<file path="src/logic/spi_ready_map.svh">
/*
 * named offsets, widths and timing counts of the serial ready interface.
 * assumes inclusion by the package, the top module and the top bench only.
 */
`ifndef SPI_READY_MAP_SVH
`define SPI_READY_MAP_SVH

`define CLK_PERIOD_PS        5000
`define PULSE_HIGH_TIME_PS   20000
`define PULSE_HIGH_CYCLES    ((`PULSE_HIGH_TIME_PS + `CLK_PERIOD_PS - 1) / `CLK_PERIOD_PS)
`define RESULT_BITS          16
`define BYTE_BITS            8
`define IDLE_TIMEOUT_CONV    64
`define CMD_NOP              8'hFF
`define CMD_READ_ONCE        8'h12
`define CMD_CONT_READ        8'h14
`define CMD_STOP_CONT        8'h16
`define CMD_OP_MASK          8'hFE
`define RESET_CONT_READ      1'b1

`endif

</file>
<file path="src/logic/spi_ready_pkg.sv">
/*
 * types shared by the serial ready interface.
 * assumes the map header sits beside it.
 */
`include "spi_ready_map.svh"

package spi_ready_pkg;
    typedef struct packed {
        logic [15:0] data;
    } result_word_t;

    typedef struct packed {
        logic sclk;
        logic cs_n;
        logic din;
    } serial_in_t;

    typedef enum logic [1:0] {
        RDY_LOW,
        RDY_HIGH,
        RDY_PULSE
    } ready_state_t;
endpackage
</file>
<file path="src/logic/adc_spi_slave_ready_iface.sv">
/*
 * serial slave of a converter: chip-select gating, shifting, command watch,
 * dedicated and shared ready signalling, and the three ways the port resets.
 * assumes sclk, cs_n, din come from pins; conv_done/conv_data from the
 * converter on core_clk; rst is the device reset pin, inverted, made high.
 */
// Contract
// RULE1: host holds select low for whole exchange
// RULE2: select high floats pin, resets port
// RULE3: ready output works regardless of select
// RULE4: conversions continue while deselected
// RULE5: sample falling edge, change rising edge
// RULE6: commands decoded while data shifts out
// RULE7: host sends no-op when only reading
// RULE8: ready falls once result is stored
// RULE9: host waits quietly after ready falls
// RULE10: deselected traffic never blocks result loading
// RULE11: first falling clock raises ready again
// RULE12: unread ready pulses high before next
// RULE13: select clear: pin carries data only
// RULE14: select set: data and ready combined; code combines them only in continuous read mode
// RULE15: select bit touches only shared pin
// RULE16: shared pin falls per new result; code: only with select set and continuous read on
// RULE17: continuous read shifts sixteen clocks out
// RULE18: rising edge after full readout raises pin
// RULE19: host clocks only in whole bytes
// RULE20: reset pin resets everything, restarts conversion
// RULE21: host finishes writes in whole bytes
// RULE22: idle 64 conversions resets serial port
`timescale 1ns/1ps
`include "spi_ready_map.svh"

module adc_spi_slave_ready_iface #(
    parameter int FIFO_DEPTH = 8
) (
    input  wire logic                        core_clk,
    input  wire logic                        rst,
    input  wire spi_ready_pkg::serial_in_t   pins,
    input  wire logic                        ready_on_output_select,
    input  wire logic                        conv_done,
    input  wire spi_ready_pkg::result_word_t conv_data,
    output logic                             conv_ready,
    output logic                             result_ready_n,
    output logic                             shared_out_ready_pin_o,
    output logic                             shared_out_ready_pin_oe,
    output logic                             continuous_read_mode,
    output logic                             conv_restart
);
    import spi_ready_pkg::*;

    if (FIFO_DEPTH < 2) begin : g_depth_check
        $error("fifo depth too small");
    end

    // two-flop synchronisers; stage one feeds only stage two
    logic [2:0] s1_r;
    logic [2:0] s2_r;
    logic [2:0] s3_r;
    logic       sclk_rise;
    logic       sclk_fall;
    logic       cs_act;

    always_ff @(posedge core_clk or posedge rst) begin
        if (rst) begin
            s1_r <= 3'h0;
            s2_r <= 3'h0;
            s3_r <= 3'h0;
        end else begin
            s1_r <= {pins.sclk, ~pins.cs_n, pins.din};
            s2_r <= s1_r;
            s3_r <= s2_r;
        end
    end

    always_comb begin
        sclk_rise = s2_r[2] && !s3_r[2];
        sclk_fall = !s2_r[2] && s3_r[2];
        cs_act    = s2_r[1];
    end

    // result path: converter keeps filling regardless of select [RULE4]
    logic         f_out_valid;
    logic         f_out_ready;
    logic [15:0]  f_out_data;
    logic         f_in_ready;

    result_fifo #(.WIDTH(`RESULT_BITS), .DEPTH(FIFO_DEPTH)) u_fifo (
        .core_clk  (core_clk),
        .rst       (rst),
        .in_valid  (conv_done),
        .in_ready  (f_in_ready),
        .in_data   (conv_data.data),
        .out_valid (f_out_valid),
        .out_ready (f_out_ready),
        .out_data  (f_out_data)
    );

    // serial state
    logic [15:0]  res_buf_r;
    logic [15:0]  res_buf_nxt;
    logic [15:0]  shift_r;
    logic [15:0]  shift_nxt;
    logic [4:0]   out_cnt_r;
    logic [4:0]   out_cnt_nxt;
    logic [7:0]   in_sr_r;
    logic [7:0]   in_sr_nxt;
    logic [2:0]   bit_cnt_r;
    logic [2:0]   bit_cnt_nxt;
    logic         cont_r;
    logic         cont_nxt;
    logic         dout_r;
    logic         dout_nxt;
    logic         oe_r;
    logic         oe_nxt;
    logic         drained_r;
    logic         drained_nxt;
    logic [6:0]   idle_r;
    logic [6:0]   idle_nxt;
    logic         pend_r;
    logic         pend_nxt;
    logic         cready_r;
    logic         restart_r;
    ready_state_t rdy_st_r;
    ready_state_t rdy_st_nxt;
    logic [7:0]   pw_r;
    logic [7:0]   pw_nxt;
    logic         rdy_n_r;
    logic         rdy_n_nxt;
    logic         new_res;
    logic         port_rst;
    logic [7:0]   cmd;
    logic         load_now;

    always_comb begin
        new_res     = f_out_valid;
        f_out_ready = 1'b1;
        port_rst    = !cs_act || idle_r >= 7'(`IDLE_TIMEOUT_CONV);         // [RULE2] [RULE22]
        res_buf_nxt = new_res ? f_out_data : res_buf_r;                   // [RULE8]
        shift_nxt   = shift_r;
        out_cnt_nxt = out_cnt_r;
        in_sr_nxt   = in_sr_r;
        bit_cnt_nxt = bit_cnt_r;
        cont_nxt    = cont_r;
        dout_nxt    = dout_r;
        drained_nxt = drained_r;
        pend_nxt    = pend_r;
        cmd         = {in_sr_r[6:0], s2_r[0]};
        idle_nxt    = (conv_done && idle_r < 7'(`IDLE_TIMEOUT_CONV)) ? idle_r + 7'h01 : idle_r;
        // in continuous mode the shift register loads on new result unless a transfer is in flight [RULE10]
        load_now    = new_res && cont_r && (bit_cnt_r == 3'h0 || !cs_act);
        if (load_now) begin
            shift_nxt   = f_out_data;                                     // [RULE17]
            out_cnt_nxt = 5'(`RESULT_BITS);
            drained_nxt = 1'b0;
            pend_nxt    = 1'b1;
        end
        if (port_rst) begin
            bit_cnt_nxt = 3'h0;                                           // [RULE2]
            in_sr_nxt   = 8'h00;
            idle_nxt    = 7'h00;
            dout_nxt    = 1'b1;
        end else begin
            if (sclk_fall) begin
                idle_nxt    = 7'h00;
                in_sr_nxt   = cmd;                                        // [RULE5]
                bit_cnt_nxt = bit_cnt_r + 3'h1;
                if (bit_cnt_r == 3'(`BYTE_BITS - 1)) begin
                    // command decoded even during readout [RULE6]
                    if ((cmd & `CMD_OP_MASK) == `CMD_CONT_READ) begin
                        cont_nxt = 1'b1;
                    end else if ((cmd & `CMD_OP_MASK) == `CMD_STOP_CONT) begin
                        cont_nxt = 1'b0;
                    end else if ((cmd & `CMD_OP_MASK) == `CMD_READ_ONCE) begin
                        shift_nxt   = res_buf_r;
                        out_cnt_nxt = 5'(`RESULT_BITS);
                        drained_nxt = 1'b0;
                    end
                end
            end
            if (sclk_rise) begin
                // a result loaded in the same cycle keeps its marks
                if (!load_now) begin
                    pend_nxt = 1'b0;
                end
                if (out_cnt_r != 5'h00) begin
                    dout_nxt    = shift_r[15];                            // [RULE5] [RULE13]
                    shift_nxt   = {shift_r[14:0], 1'b0};
                    out_cnt_nxt = out_cnt_r - 5'h01;
                end else begin
                    dout_nxt    = 1'b1;                                   // [RULE18]
                    drained_nxt = !load_now;
                end
            end
        end
        // combined mode: new result shows as a low on the idle pin only while continuous read is on [RULE14] [RULE16]
        oe_nxt = cs_act;                                                  // [RULE2]
        if (ready_on_output_select && cont_r && pend_r && !drained_r &&
            !sclk_rise) begin
            dout_nxt = !(new_res && !dout_r) ? 1'b0 : 1'b1;               // [RULE15]
        end
    end

    // dedicated ready output; indifferent to select and to the mode bit [RULE3] [RULE15]
    always_comb begin
        rdy_st_nxt = rdy_st_r;
        pw_nxt     = pw_r;
        rdy_n_nxt  = rdy_n_r;
        case (rdy_st_r)
            RDY_HIGH: begin
                if (new_res) begin
                    rdy_n_nxt  = 1'b0;                                    // [RULE8]
                    rdy_st_nxt = RDY_LOW;
                end
            end
            RDY_LOW: begin
                // a new result wins over a clearing clock in the same cycle
                if (new_res) begin
                    rdy_n_nxt  = 1'b1;                                    // [RULE12]
                    pw_nxt     = 8'(`PULSE_HIGH_CYCLES - 1);
                    rdy_st_nxt = RDY_PULSE;
                end else if (sclk_fall) begin
                    rdy_n_nxt  = 1'b1;                                    // [RULE11]
                    rdy_st_nxt = RDY_HIGH;
                end
            end
            RDY_PULSE: begin
                if (pw_r == 8'h00) begin
                    rdy_n_nxt  = 1'b0;
                    rdy_st_nxt = RDY_LOW;
                end else begin
                    pw_nxt = pw_r - 8'h01;
                end
            end
            default: begin
                rdy_st_nxt = RDY_HIGH;
            end
        endcase
    end

    // reset pin returns everything to default and restarts conversion [RULE20]
    always_ff @(posedge core_clk or posedge rst) begin
        if (rst) begin
            res_buf_r <= 16'h0000;
            shift_r   <= 16'h0000;
            out_cnt_r <= 5'h00;
            in_sr_r   <= 8'h00;
            bit_cnt_r <= 3'h0;
            cont_r    <= `RESET_CONT_READ;
            dout_r    <= 1'b1;
            oe_r      <= 1'b0;
            drained_r <= 1'b1;
            idle_r    <= 7'h00;
            pend_r    <= 1'b0;
            rdy_st_r  <= RDY_HIGH;
            pw_r      <= 8'h00;
            rdy_n_r   <= 1'b1;
            cready_r  <= 1'b0;
            restart_r <= 1'b1;
        end else begin
            res_buf_r <= res_buf_nxt;
            shift_r   <= shift_nxt;
            out_cnt_r <= out_cnt_nxt;
            in_sr_r   <= in_sr_nxt;
            bit_cnt_r <= bit_cnt_nxt;
            cont_r    <= cont_nxt;
            dout_r    <= dout_nxt;
            oe_r      <= oe_nxt;
            drained_r <= drained_nxt;
            idle_r    <= idle_nxt;
            pend_r    <= pend_nxt;
            rdy_st_r  <= rdy_st_nxt;
            pw_r      <= pw_nxt;
            rdy_n_r   <= rdy_n_nxt;
            cready_r  <= f_in_ready;
            restart_r <= 1'b0;
        end
    end

    always_comb begin
        conv_ready              = cready_r;
        result_ready_n          = rdy_n_r;
        shared_out_ready_pin_o  = dout_r;
        shared_out_ready_pin_oe = oe_r;
        continuous_read_mode    = cont_r;
        conv_restart            = restart_r;
    end
endmodule // adc_spi_slave_ready_iface

</file>
<file path="src/logic/result_fifo.sv">
/*
 * small flop fifo holding conversion results between converter and shifter.
 * assumes one clock and an asynchronous active-high reset.
 */
`timescale 1ns/1ps

module result_fifo #(
    parameter int WIDTH = 16,
    parameter int DEPTH = 8
) (
    input  wire logic             core_clk,
    input  wire logic             rst,
    input  wire logic             in_valid,
    output logic                  in_ready,
    input  wire logic [WIDTH-1:0] in_data,
    output logic                  out_valid,
    input  wire logic             out_ready,
    output logic      [WIDTH-1:0] out_data
);
    localparam int AW = $clog2(DEPTH);

    if (DEPTH < 2 || (1 << AW) != DEPTH) begin : g_depth_check
        $error("result_fifo depth must be a power of two of at least 2");
    end

    logic [WIDTH-1:0] mem_r [DEPTH];
    logic [AW:0]      wr_r;
    logic [AW:0]      wr_nxt;
    logic [AW:0]      rd_r;
    logic [AW:0]      rd_nxt;
    logic             push;
    logic             pop;

    always_comb begin
        in_ready  = (wr_r - rd_r) != (AW+1)'(DEPTH);
        out_valid = wr_r != rd_r;
        out_data  = mem_r[rd_r[AW-1:0]];
        push      = in_valid && in_ready;
        pop       = out_valid && out_ready;
        wr_nxt    = push ? wr_r + 1'b1 : wr_r;
        rd_nxt    = pop ? rd_r + 1'b1 : rd_r;
    end

    always_ff @(posedge core_clk or posedge rst) begin
        if (rst) begin
            wr_r <= '0;
            rd_r <= '0;
        end else begin
            wr_r <= wr_nxt;
            rd_r <= rd_nxt;
        end
    end

    always_ff @(posedge core_clk) begin
        if (push) begin
            mem_r[wr_r[AW-1:0]] <= in_data;
        end
    end
endmodule // result_fifo

</file>
<file path="config.mk">
export PLATFORM = sky130hd
export DESIGN_NAME = adc_spi_slave_ready_iface
export DESIGN_NICKNAME = d
export VERILOG_FILES = /design/src/logic/spi_ready_pkg.sv /design/src/logic/adc_spi_slave_ready_iface.sv /design/src/logic/result_fifo.sv
export VERILOG_INCLUDE_DIRS = /design/src /design/src/logic
export SDC_FILE = /design/constraint.sdc
export NUM_CORES = 1
export LEC_CHECK = 0
export BUFFER_PORTS_ARGS = -buffer_cell sky130_fd_sc_hd__buf_2
export CAP_MARGIN = 5
export CORE_MARGIN = 3
export CORE_UTILIZATION = 62
export CTS_CLUSTER_DIAMETER = 80
export CTS_CLUSTER_SIZE = 8
export DETAILED_ROUTE_END_ITERATION = 16
export PLACE_DENSITY = 0.84
export SYNTH_ARGS = -nofsm -noshare
export SYNTH_HDL_FRONTEND = slang
export SYNTH_HIERARCHICAL = 1
export SYNTH_SLANG_ARGS = --single-unit
</file>
<file path="constraint.sdc">
create_clock -name core_clk -period 5.55 [get_ports core_clk]
set_input_delay 1.11 -clock core_clk [delete_from_list [all_inputs] [get_ports core_clk]]
set_output_delay 1.11 -clock core_clk [all_outputs]
set_load 0.05 [all_outputs]
</file>
# Word-level counts from Yosys, hierarchy flattened
# Memories as Yosys holds them, arrays and structs flattened.
# Cells that the tools add are included.
dict set report word_totals {
  inputBits 23
  latch_bits 0
  ff_bits 89
  memories 1
  mem_bits_ro 0
  ramBits 128
}
# memory depth word_bits read_ports rd_clocked_by_memory_dff wr line_no
set mem_list {}
lappend mem_list {u_fifo.mem_r 8 16 1 0 1 result_fifo.sv:26} ;# logic [WIDTH-1:0] mem_r [DEPTH];
dict set report op_classes {
  muxes 60
  n_div 0
  multipliers 0
  bitwise_logic 2
  order_cmp 2
  n_eq_ne 13
  n_shift 0
  addsub 7
  reduce_logical 34
}
# op count
set ops {}
lappend ops {{2-to-1 mux 16 bit} 9}
lappend ops {{2-to-1 mux 5 bit} 9}
lappend ops {{2-to-1 mux 7 bit} 5}
lappend ops {{2-to-1 mux 1 bit} 26}
lappend ops {{== test 7 x 4 -> 1 bit (second input constant)} 3}
lappend ops {{2-to-1 mux 8 bit} 2}
lappend ops {{one-hot mux 8 bit (2 select lines)} 1}
lappend ops {{logical AND 1 bit} 11}
lappend ops {{nonzero test 3 bit} 3}
lappend ops {{adder 4 x 1 -> 4 bit (second input constant)} 2}
lappend ops {{logical NOT 8 bit} 1}
lappend ops {{2-to-1 mux 2 bit} 4}
lappend ops {{!= test 2 bit (second input constant)} 4}
lappend ops {{AND reduction 4 bit} 2}
lappend ops {{subtractor 8 x 1 -> 8 bit (second input constant)} 1}
lappend ops {{adder 7 x 1 -> 7 bit (second input constant)} 1}
lappend ops {{greater-or-equal comparator 7 bit (second input constant)} 1}
lappend ops {{logical NOT 1 bit} 7}
lappend ops {{< comparator 7 bit (second input constant)} 1}
lappend ops {{2-to-1 mux 3 bit} 2}
lappend ops {{one-hot mux 2 bit (3 select lines)} 1}
lappend ops {{AND reduction 3 bit} 2}
lappend ops {{nonzero test 2 bit} 3}
lappend ops {{nonzero test 5 bit} 1}
lappend ops {{other kinds (14)} 16}

# Logic depth before layout (Yosys ltp)
dict set report logic_depth {
  ltp_word 12
  mapped_depth 12
  depth_no_buf 8
}

# Cells and area by module
# The synthesis kept the hierarchy.
# mod instances cells_per_inst area_each_um2 seq_area_each_um2
set modules_own_cells {}
lappend modules_own_cells {result_fifo 1 274 5362.6 4043.9}
lappend modules_own_cells {adc_spi_slave_ready_iface 1 343 3633.5 1984.4}

# Worst setup path before layout
# Ideal clock, no wire load.
dict set report synth_timing {
  kind {reg2reg}
  start {register u_fifo.rd_r[1]}
  end {memory u_fifo.mem_r[2][0] (enable)}
  arrival_ps 3733
  synth_period_minus_slack_ps 4169
  path_slack_ps 1381
  n_path_buf 2
  setup_time_ps 436
  required_ps 5114
  stages_incl_launch_ff 9
  cell_sequence {dfrtp_1 -> clkbuf_1 -> buf_1 -> inv_1 -> ha_1 -> nor2b_1 -> o211ai_1 -> nand3_4 -> nor4b_1}
}
dict set report synth_between {
  elab_chain_len 5
}
# element line_no
set synth_rtl {}
lappend synth_rtl {{start: declaration} result_fifo.sv:29} ;# logic [AW:0] rd_r;
lappend synth_rtl {{start signal: assignment} result_fifo.sv:50} ;# rd_r <= rd_nxt;
lappend synth_rtl {{subtractor 4 bit} result_fifo.sv:35} ;# in_ready = (wr_r - rd_r) != (AW+1)'(DEPTH);
lappend synth_rtl {{!= test 4 bit} result_fifo.sv:35}
lappend synth_rtl {{logical AND 1 bit} result_fifo.sv:38} ;# push = in_valid && in_ready;
lappend synth_rtl {{2-to-1 mux 1 bit} result_fifo.sv:55} ;# if (push) begin
lappend synth_rtl {{2-to-1 mux 1 bit (implied by the code)} result_fifo.sv:56} ;# mem_r[wr_r[AW-1:0]] <= in_data;
lappend synth_rtl {{end: declaration} result_fifo.sv:26}
# Every way passes these cells.

# Worst setup path after layout
dict set report layout_timing {
  start {register u_fifo.rd_r[2]}
  end {register shift_r[15]}
}
dict set report layout_between {
  elab_chain_len 12
}
# element line_no
set layout_rtl {}
lappend layout_rtl {{!= test 4 bit *} result_fifo.sv:36} ;# out_valid = wr_r != rd_r;
lappend layout_rtl {{via f_out_valid} adc_spi_slave_ready_iface.sv:82} ;# logic f_out_valid;
lappend layout_rtl {{logical AND 1 bit * (2 in a row)} adc_spi_slave_ready_iface.sv:150} ;# load_now = new_res && cont_r && (bit_cnt_r == 3'h0 || !cs_act);
lappend layout_rtl {{2-to-1 mux 16 bit *} adc_spi_slave_ready_iface.sv:151} ;# if (load_now) begin
lappend layout_rtl {{2-to-1 mux 16 bit} adc_spi_slave_ready_iface.sv:173} ;# end else if ((cmd & `CMD_OP_MASK) == `CMD_READ_ONCE) begin
lappend layout_rtl {{2-to-1 mux 16 bit} adc_spi_slave_ready_iface.sv:171} ;# end else if ((cmd & `CMD_OP_MASK) == `CMD_STOP_CONT) begin
lappend layout_rtl {{2-to-1 mux 16 bit} adc_spi_slave_ready_iface.sv:169} ;# if ((cmd & `CMD_OP_MASK) == `CMD_CONT_READ) begin
lappend layout_rtl {{2-to-1 mux 16 bit} adc_spi_slave_ready_iface.sv:167} ;# if (bit_cnt_r == 3'(`BYTE_BITS - 1)) begin
lappend layout_rtl {{2-to-1 mux 16 bit} adc_spi_slave_ready_iface.sv:163} ;# if (sclk_fall) begin
lappend layout_rtl {{2-to-1 mux 16 bit} adc_spi_slave_ready_iface.sv:185} ;# if (out_cnt_r != 5'h00) begin
lappend layout_rtl {{2-to-1 mux 16 bit} adc_spi_slave_ready_iface.sv:180} ;# if (sclk_rise) begin
lappend layout_rtl {{2-to-1 mux 16 bit *} adc_spi_slave_ready_iface.sv:157} ;# if (port_rst) begin
lappend layout_rtl {{via shift_nxt[15]} adc_spi_slave_ready_iface.sv:102} ;# logic [15:0] shift_nxt;
lappend layout_rtl {{end signal: assignment} adc_spi_slave_ready_iface.sv:261} ;# shift_r <= shift_nxt;
lappend layout_rtl {{end: declaration} adc_spi_slave_ready_iface.sv:101} ;# logic [15:0] shift_r;
# Mark *: on every way through the listed nets, which the timed path passes. The rest lies on a longest branch.
# A chain may end at the register's enable or synchronous reset.

==> metrics.txt <==
number of buffers inserted by port buffering 28; relative slew slack 0.310; register area share after synthesis 0.670; register bit total from synthesis 215; initial cell density of the core 0.641; DIE WIDTH 126 um; DIE AREA 16,000 um2; power density relative to cell area 519 nW/um2; wire length of the first global-routing pass 29,100 um; fillers 838; Iteration-0 DRC Markers 439; Tot GR Track Use 0.227; peak ir drop on the vdd network 365 uV; Crit. End Element register; routed vias 5,302; Warnings, synthesis 6; number of enable flip-flop cells after synthesis 128; Final ANT Viol Nets 0; Worst-path clk slew 50 ps; Area growth syn-to-layout 14.0%; Inserted Clock Buffers 30; syn avg cell area 14.6 um2; post-synth design cell area 9000 um2; # hold bufs at CTS 0; finished layout cell area 10,300 um2; # H-tree levels 1; unrepaired setup endpoints after global routing false; Final HPWL DP 10,700 um; setup_tns 0 ps; worst-margin pin slew 1030 ps; buffers inserted by post-CTS timing repair 0; antenna violations before repair 0; top-level I/O count 29; Mapped Cells 617; routability-driven placement congestion ratio 0.818; sequential standard cell area 6030 um2; shortest period the worst path allows 3750 ps; CTS tree yes; area taken by multi-input logic gates 2820 um2; max_cap viols 0; leakage power 3.95 nW; fin worst setup slack 1800 ps; Root Driver clkbuf_16; CP max FO 19; outcome complete, no violations; aggregate global routing overflow 0; number of different library cells in the post-synthesis netlist 61; number of diodes 0; Synth Flop Type edfxtp_1; Core Rows 43; clock network latency to the later pin of the worst-skew pair 550 ps; final worst-path cycle share 0.675; post-route worst hold slack 352 ps; routed wire length 17,700 um; Worst Clk Skew 21.0 ps; total count of hold-check failures in the final report 0; placeable core region 14,000 um2; die boundary height 126 um; layout net count 702; Worst setup SP type register; overall power 5.32 mW; number of gates resized after CTS 0; share of final-layout standard cells stronger than drive strength 1 0.218; Final Setup Violations 0; post-placement cell area 9380 um2; count of pins over their slew limit 0; Clock Path Buffers 3; Hold Path Class reg -> reg; largest net degree at the start of global routing 80; detailed-routing iteration count for the pre-antenna-repair pass 5; post-detailed-route wirelength per cell 20.4 um; worst slack at placement 1880 ps; count of clock tree sinks 215; arrival time at the worst endpoint 4140 ps; crit path kind reg -> reg; highest clock frequency the design can meet 267 MHz; required time at the worst-slack endpoint 5940 ps; Synth async-reset ratio 0.405; number of global-route vias before repair 5,528; via density per instance 6.12; DR DRC count 0
-- flip-flops by register name, summed over array words and instances, names as in the netlist, 3 cells and up --
name          count
u_fifo/wr_r       4
pw_r              8
u_fifo/rd_r       4
idle_r            7
u_fifo/mem_r    128
shift_r          16
s2_r              3
res_buf_r        16
bit_cnt_r         3
out_cnt_r         5
s1_r              3
in_sr_r           7
-- layer usage --
metal / part of all wire / wire length, um / GRT usage / vias to the layer above
met1: 0.41 / 7230 / 0.307 / 2695
met2: 0.51 / 8950 / 0.381 / 174
met4: 0.025 / 450 / 0.0662 / 0
li1: - / - / - / 2395
met5: 0 / 0 / 0 / -
met3: 0.058 / 1030 / 0.0451 / 38
-- power by group --
group / leakage (nW) / internal, mW / total (mW) / switching, mW
Combinational: 1.27 / 0.668 / 1.49 / 0.819
Clock: 0.411 / 1.01 / 1.65 / 0.639
Sequential: 2.27 / 2.01 / 2.18 / 0.170
Total: 3.95 / 3.69 / 5.32 / 1.63
-- path summary, 6_finish.rpt --
kind	slack [ps]	depth (start not counted)	to	start
min	350	0	s2_r[0]	s1_r[0]
max	1800	8	shift_r[15]	u_fifo/rd_r[2]
max in group asynchronous	4040	3	shift_r[11]	rst
min reg2reg	350	0	s2_r[0]	s1_r[0]
max reg2reg	1800	8	shift_r[15]	u_fifo/rd_r[2]
min in group asynchronous	530	2	u_fifo/wr_r[0]	rst
-- cell families (layout without fill, tap and decap cells) --
logic type,after synthesis,in the layout,share of synthesized area
compound gates,85,85,0.0612
xor+xnor,14,14,0.0153
fa+ha+maj,16,16,0.0223
buf+inv,49,117,0.0225
flops,215,215,0.670
mux,57,57,0.112
other cells,2,4,0.000835
simple gates,179,179,0.0962
-- Yosys cell counts, types with 3 or more instances --
| cell type | n | area, um2 |
|---|---|---|
| xnor2_1 | 8 | 70.1 |
| mux2i_1 | 5 | 50.1 |
| edfxtp_1 | 128 | 3840 |
| or3_1 | 3 | 18.8 |
| nor4_1 | 6 | 37.5 |
| a31oi_1 | 15 | 93.8 |
| o211ai_1 | 5 | 37.5 |
| nor2b_1 | 5 | 31.3 |
| nand2_1 | 107 | 402 |
| o22ai_1 | 15 | 93.8 |
| o21ai_0 | 15 | 75.1 |
| buf_2 | 9 | 45.0 |
| dfstp_2 | 6 | 158 |
| nor2_1 | 15 | 56.3 |
| a21oi_1 | 17 | 85.1 |
| dfrtp_1 | 81 | 2030 |
| clkbuf_1 | 15 | 56.3 |
| mux2_2 | 18 | 203 |
| ha_1 | 16 | 200 |
| nand4_1 | 7 | 43.8 |
| nor3_1 | 4 | 20.0 |
| mux4_2 | 32 | 721 |
| nand2b_1 | 8 | 50.1 |
| nand3_1 | 5 | 25.0 |
| inv_1 | 21 | 78.8 |
| xor2_1 | 5 | 43.8 |
-- worst max-delay path: stages, from the launching register on --
cell and delay, ps:
dfrtp_1 700, clkinv_1 560, ha_1 500, and3_1 210, nand2b_1 470, nand2_1 180
a21oi_2 650, mux2i_1 250, a21oi_1 80
-- through the flow --
stage	std cells	utilization
after CTS	867	0.730
after global placement	811	0.668
after floorplan	619	-
final	867	0.730
after global routing	867	0.730
after detailed placement	811	0.668
-- cell usage in the layout (no fill, tap or decap), types with 4 or more instances in the layout --
cell type,Yosys,layout
clkbuf_16,0,30
buf_2,9,28
edfxtp_1,128,128
buf_4,0,11
nor4_2,0,4
a31oi_1,15,15
o22ai_1,15,15
ha_1,16,16
inv_1,21,20
nor2_1,15,15
mux2_2,18,18
xnor2_1,8,8
nand2b_1,8,8
mux4_2,32,32
a21oi_1,17,17
dfrtp_1,81,80
nand4_1,7,7
nand3_1,5,5
nand2_1,107,107
o21ai_0,15,15
nor2b_1,5,5
o211ai_1,5,5
conb_1,2,4
clkbuf_1,15,25
mux2i_1,5,5
xor2_1,5,5
dfstp_2,6,6
-- layout make-up --
type,count,share of cell area
sequential,215,0.588
timing repair buffer,39,0.0217
multi-input combinational,355,0.275
clock buffer,55,0.0824
clock inverter,1,0.00293
tap,180,0.0220
inverter,22,0.00818
No activity file was read; power rests on OpenSTA's default activity.
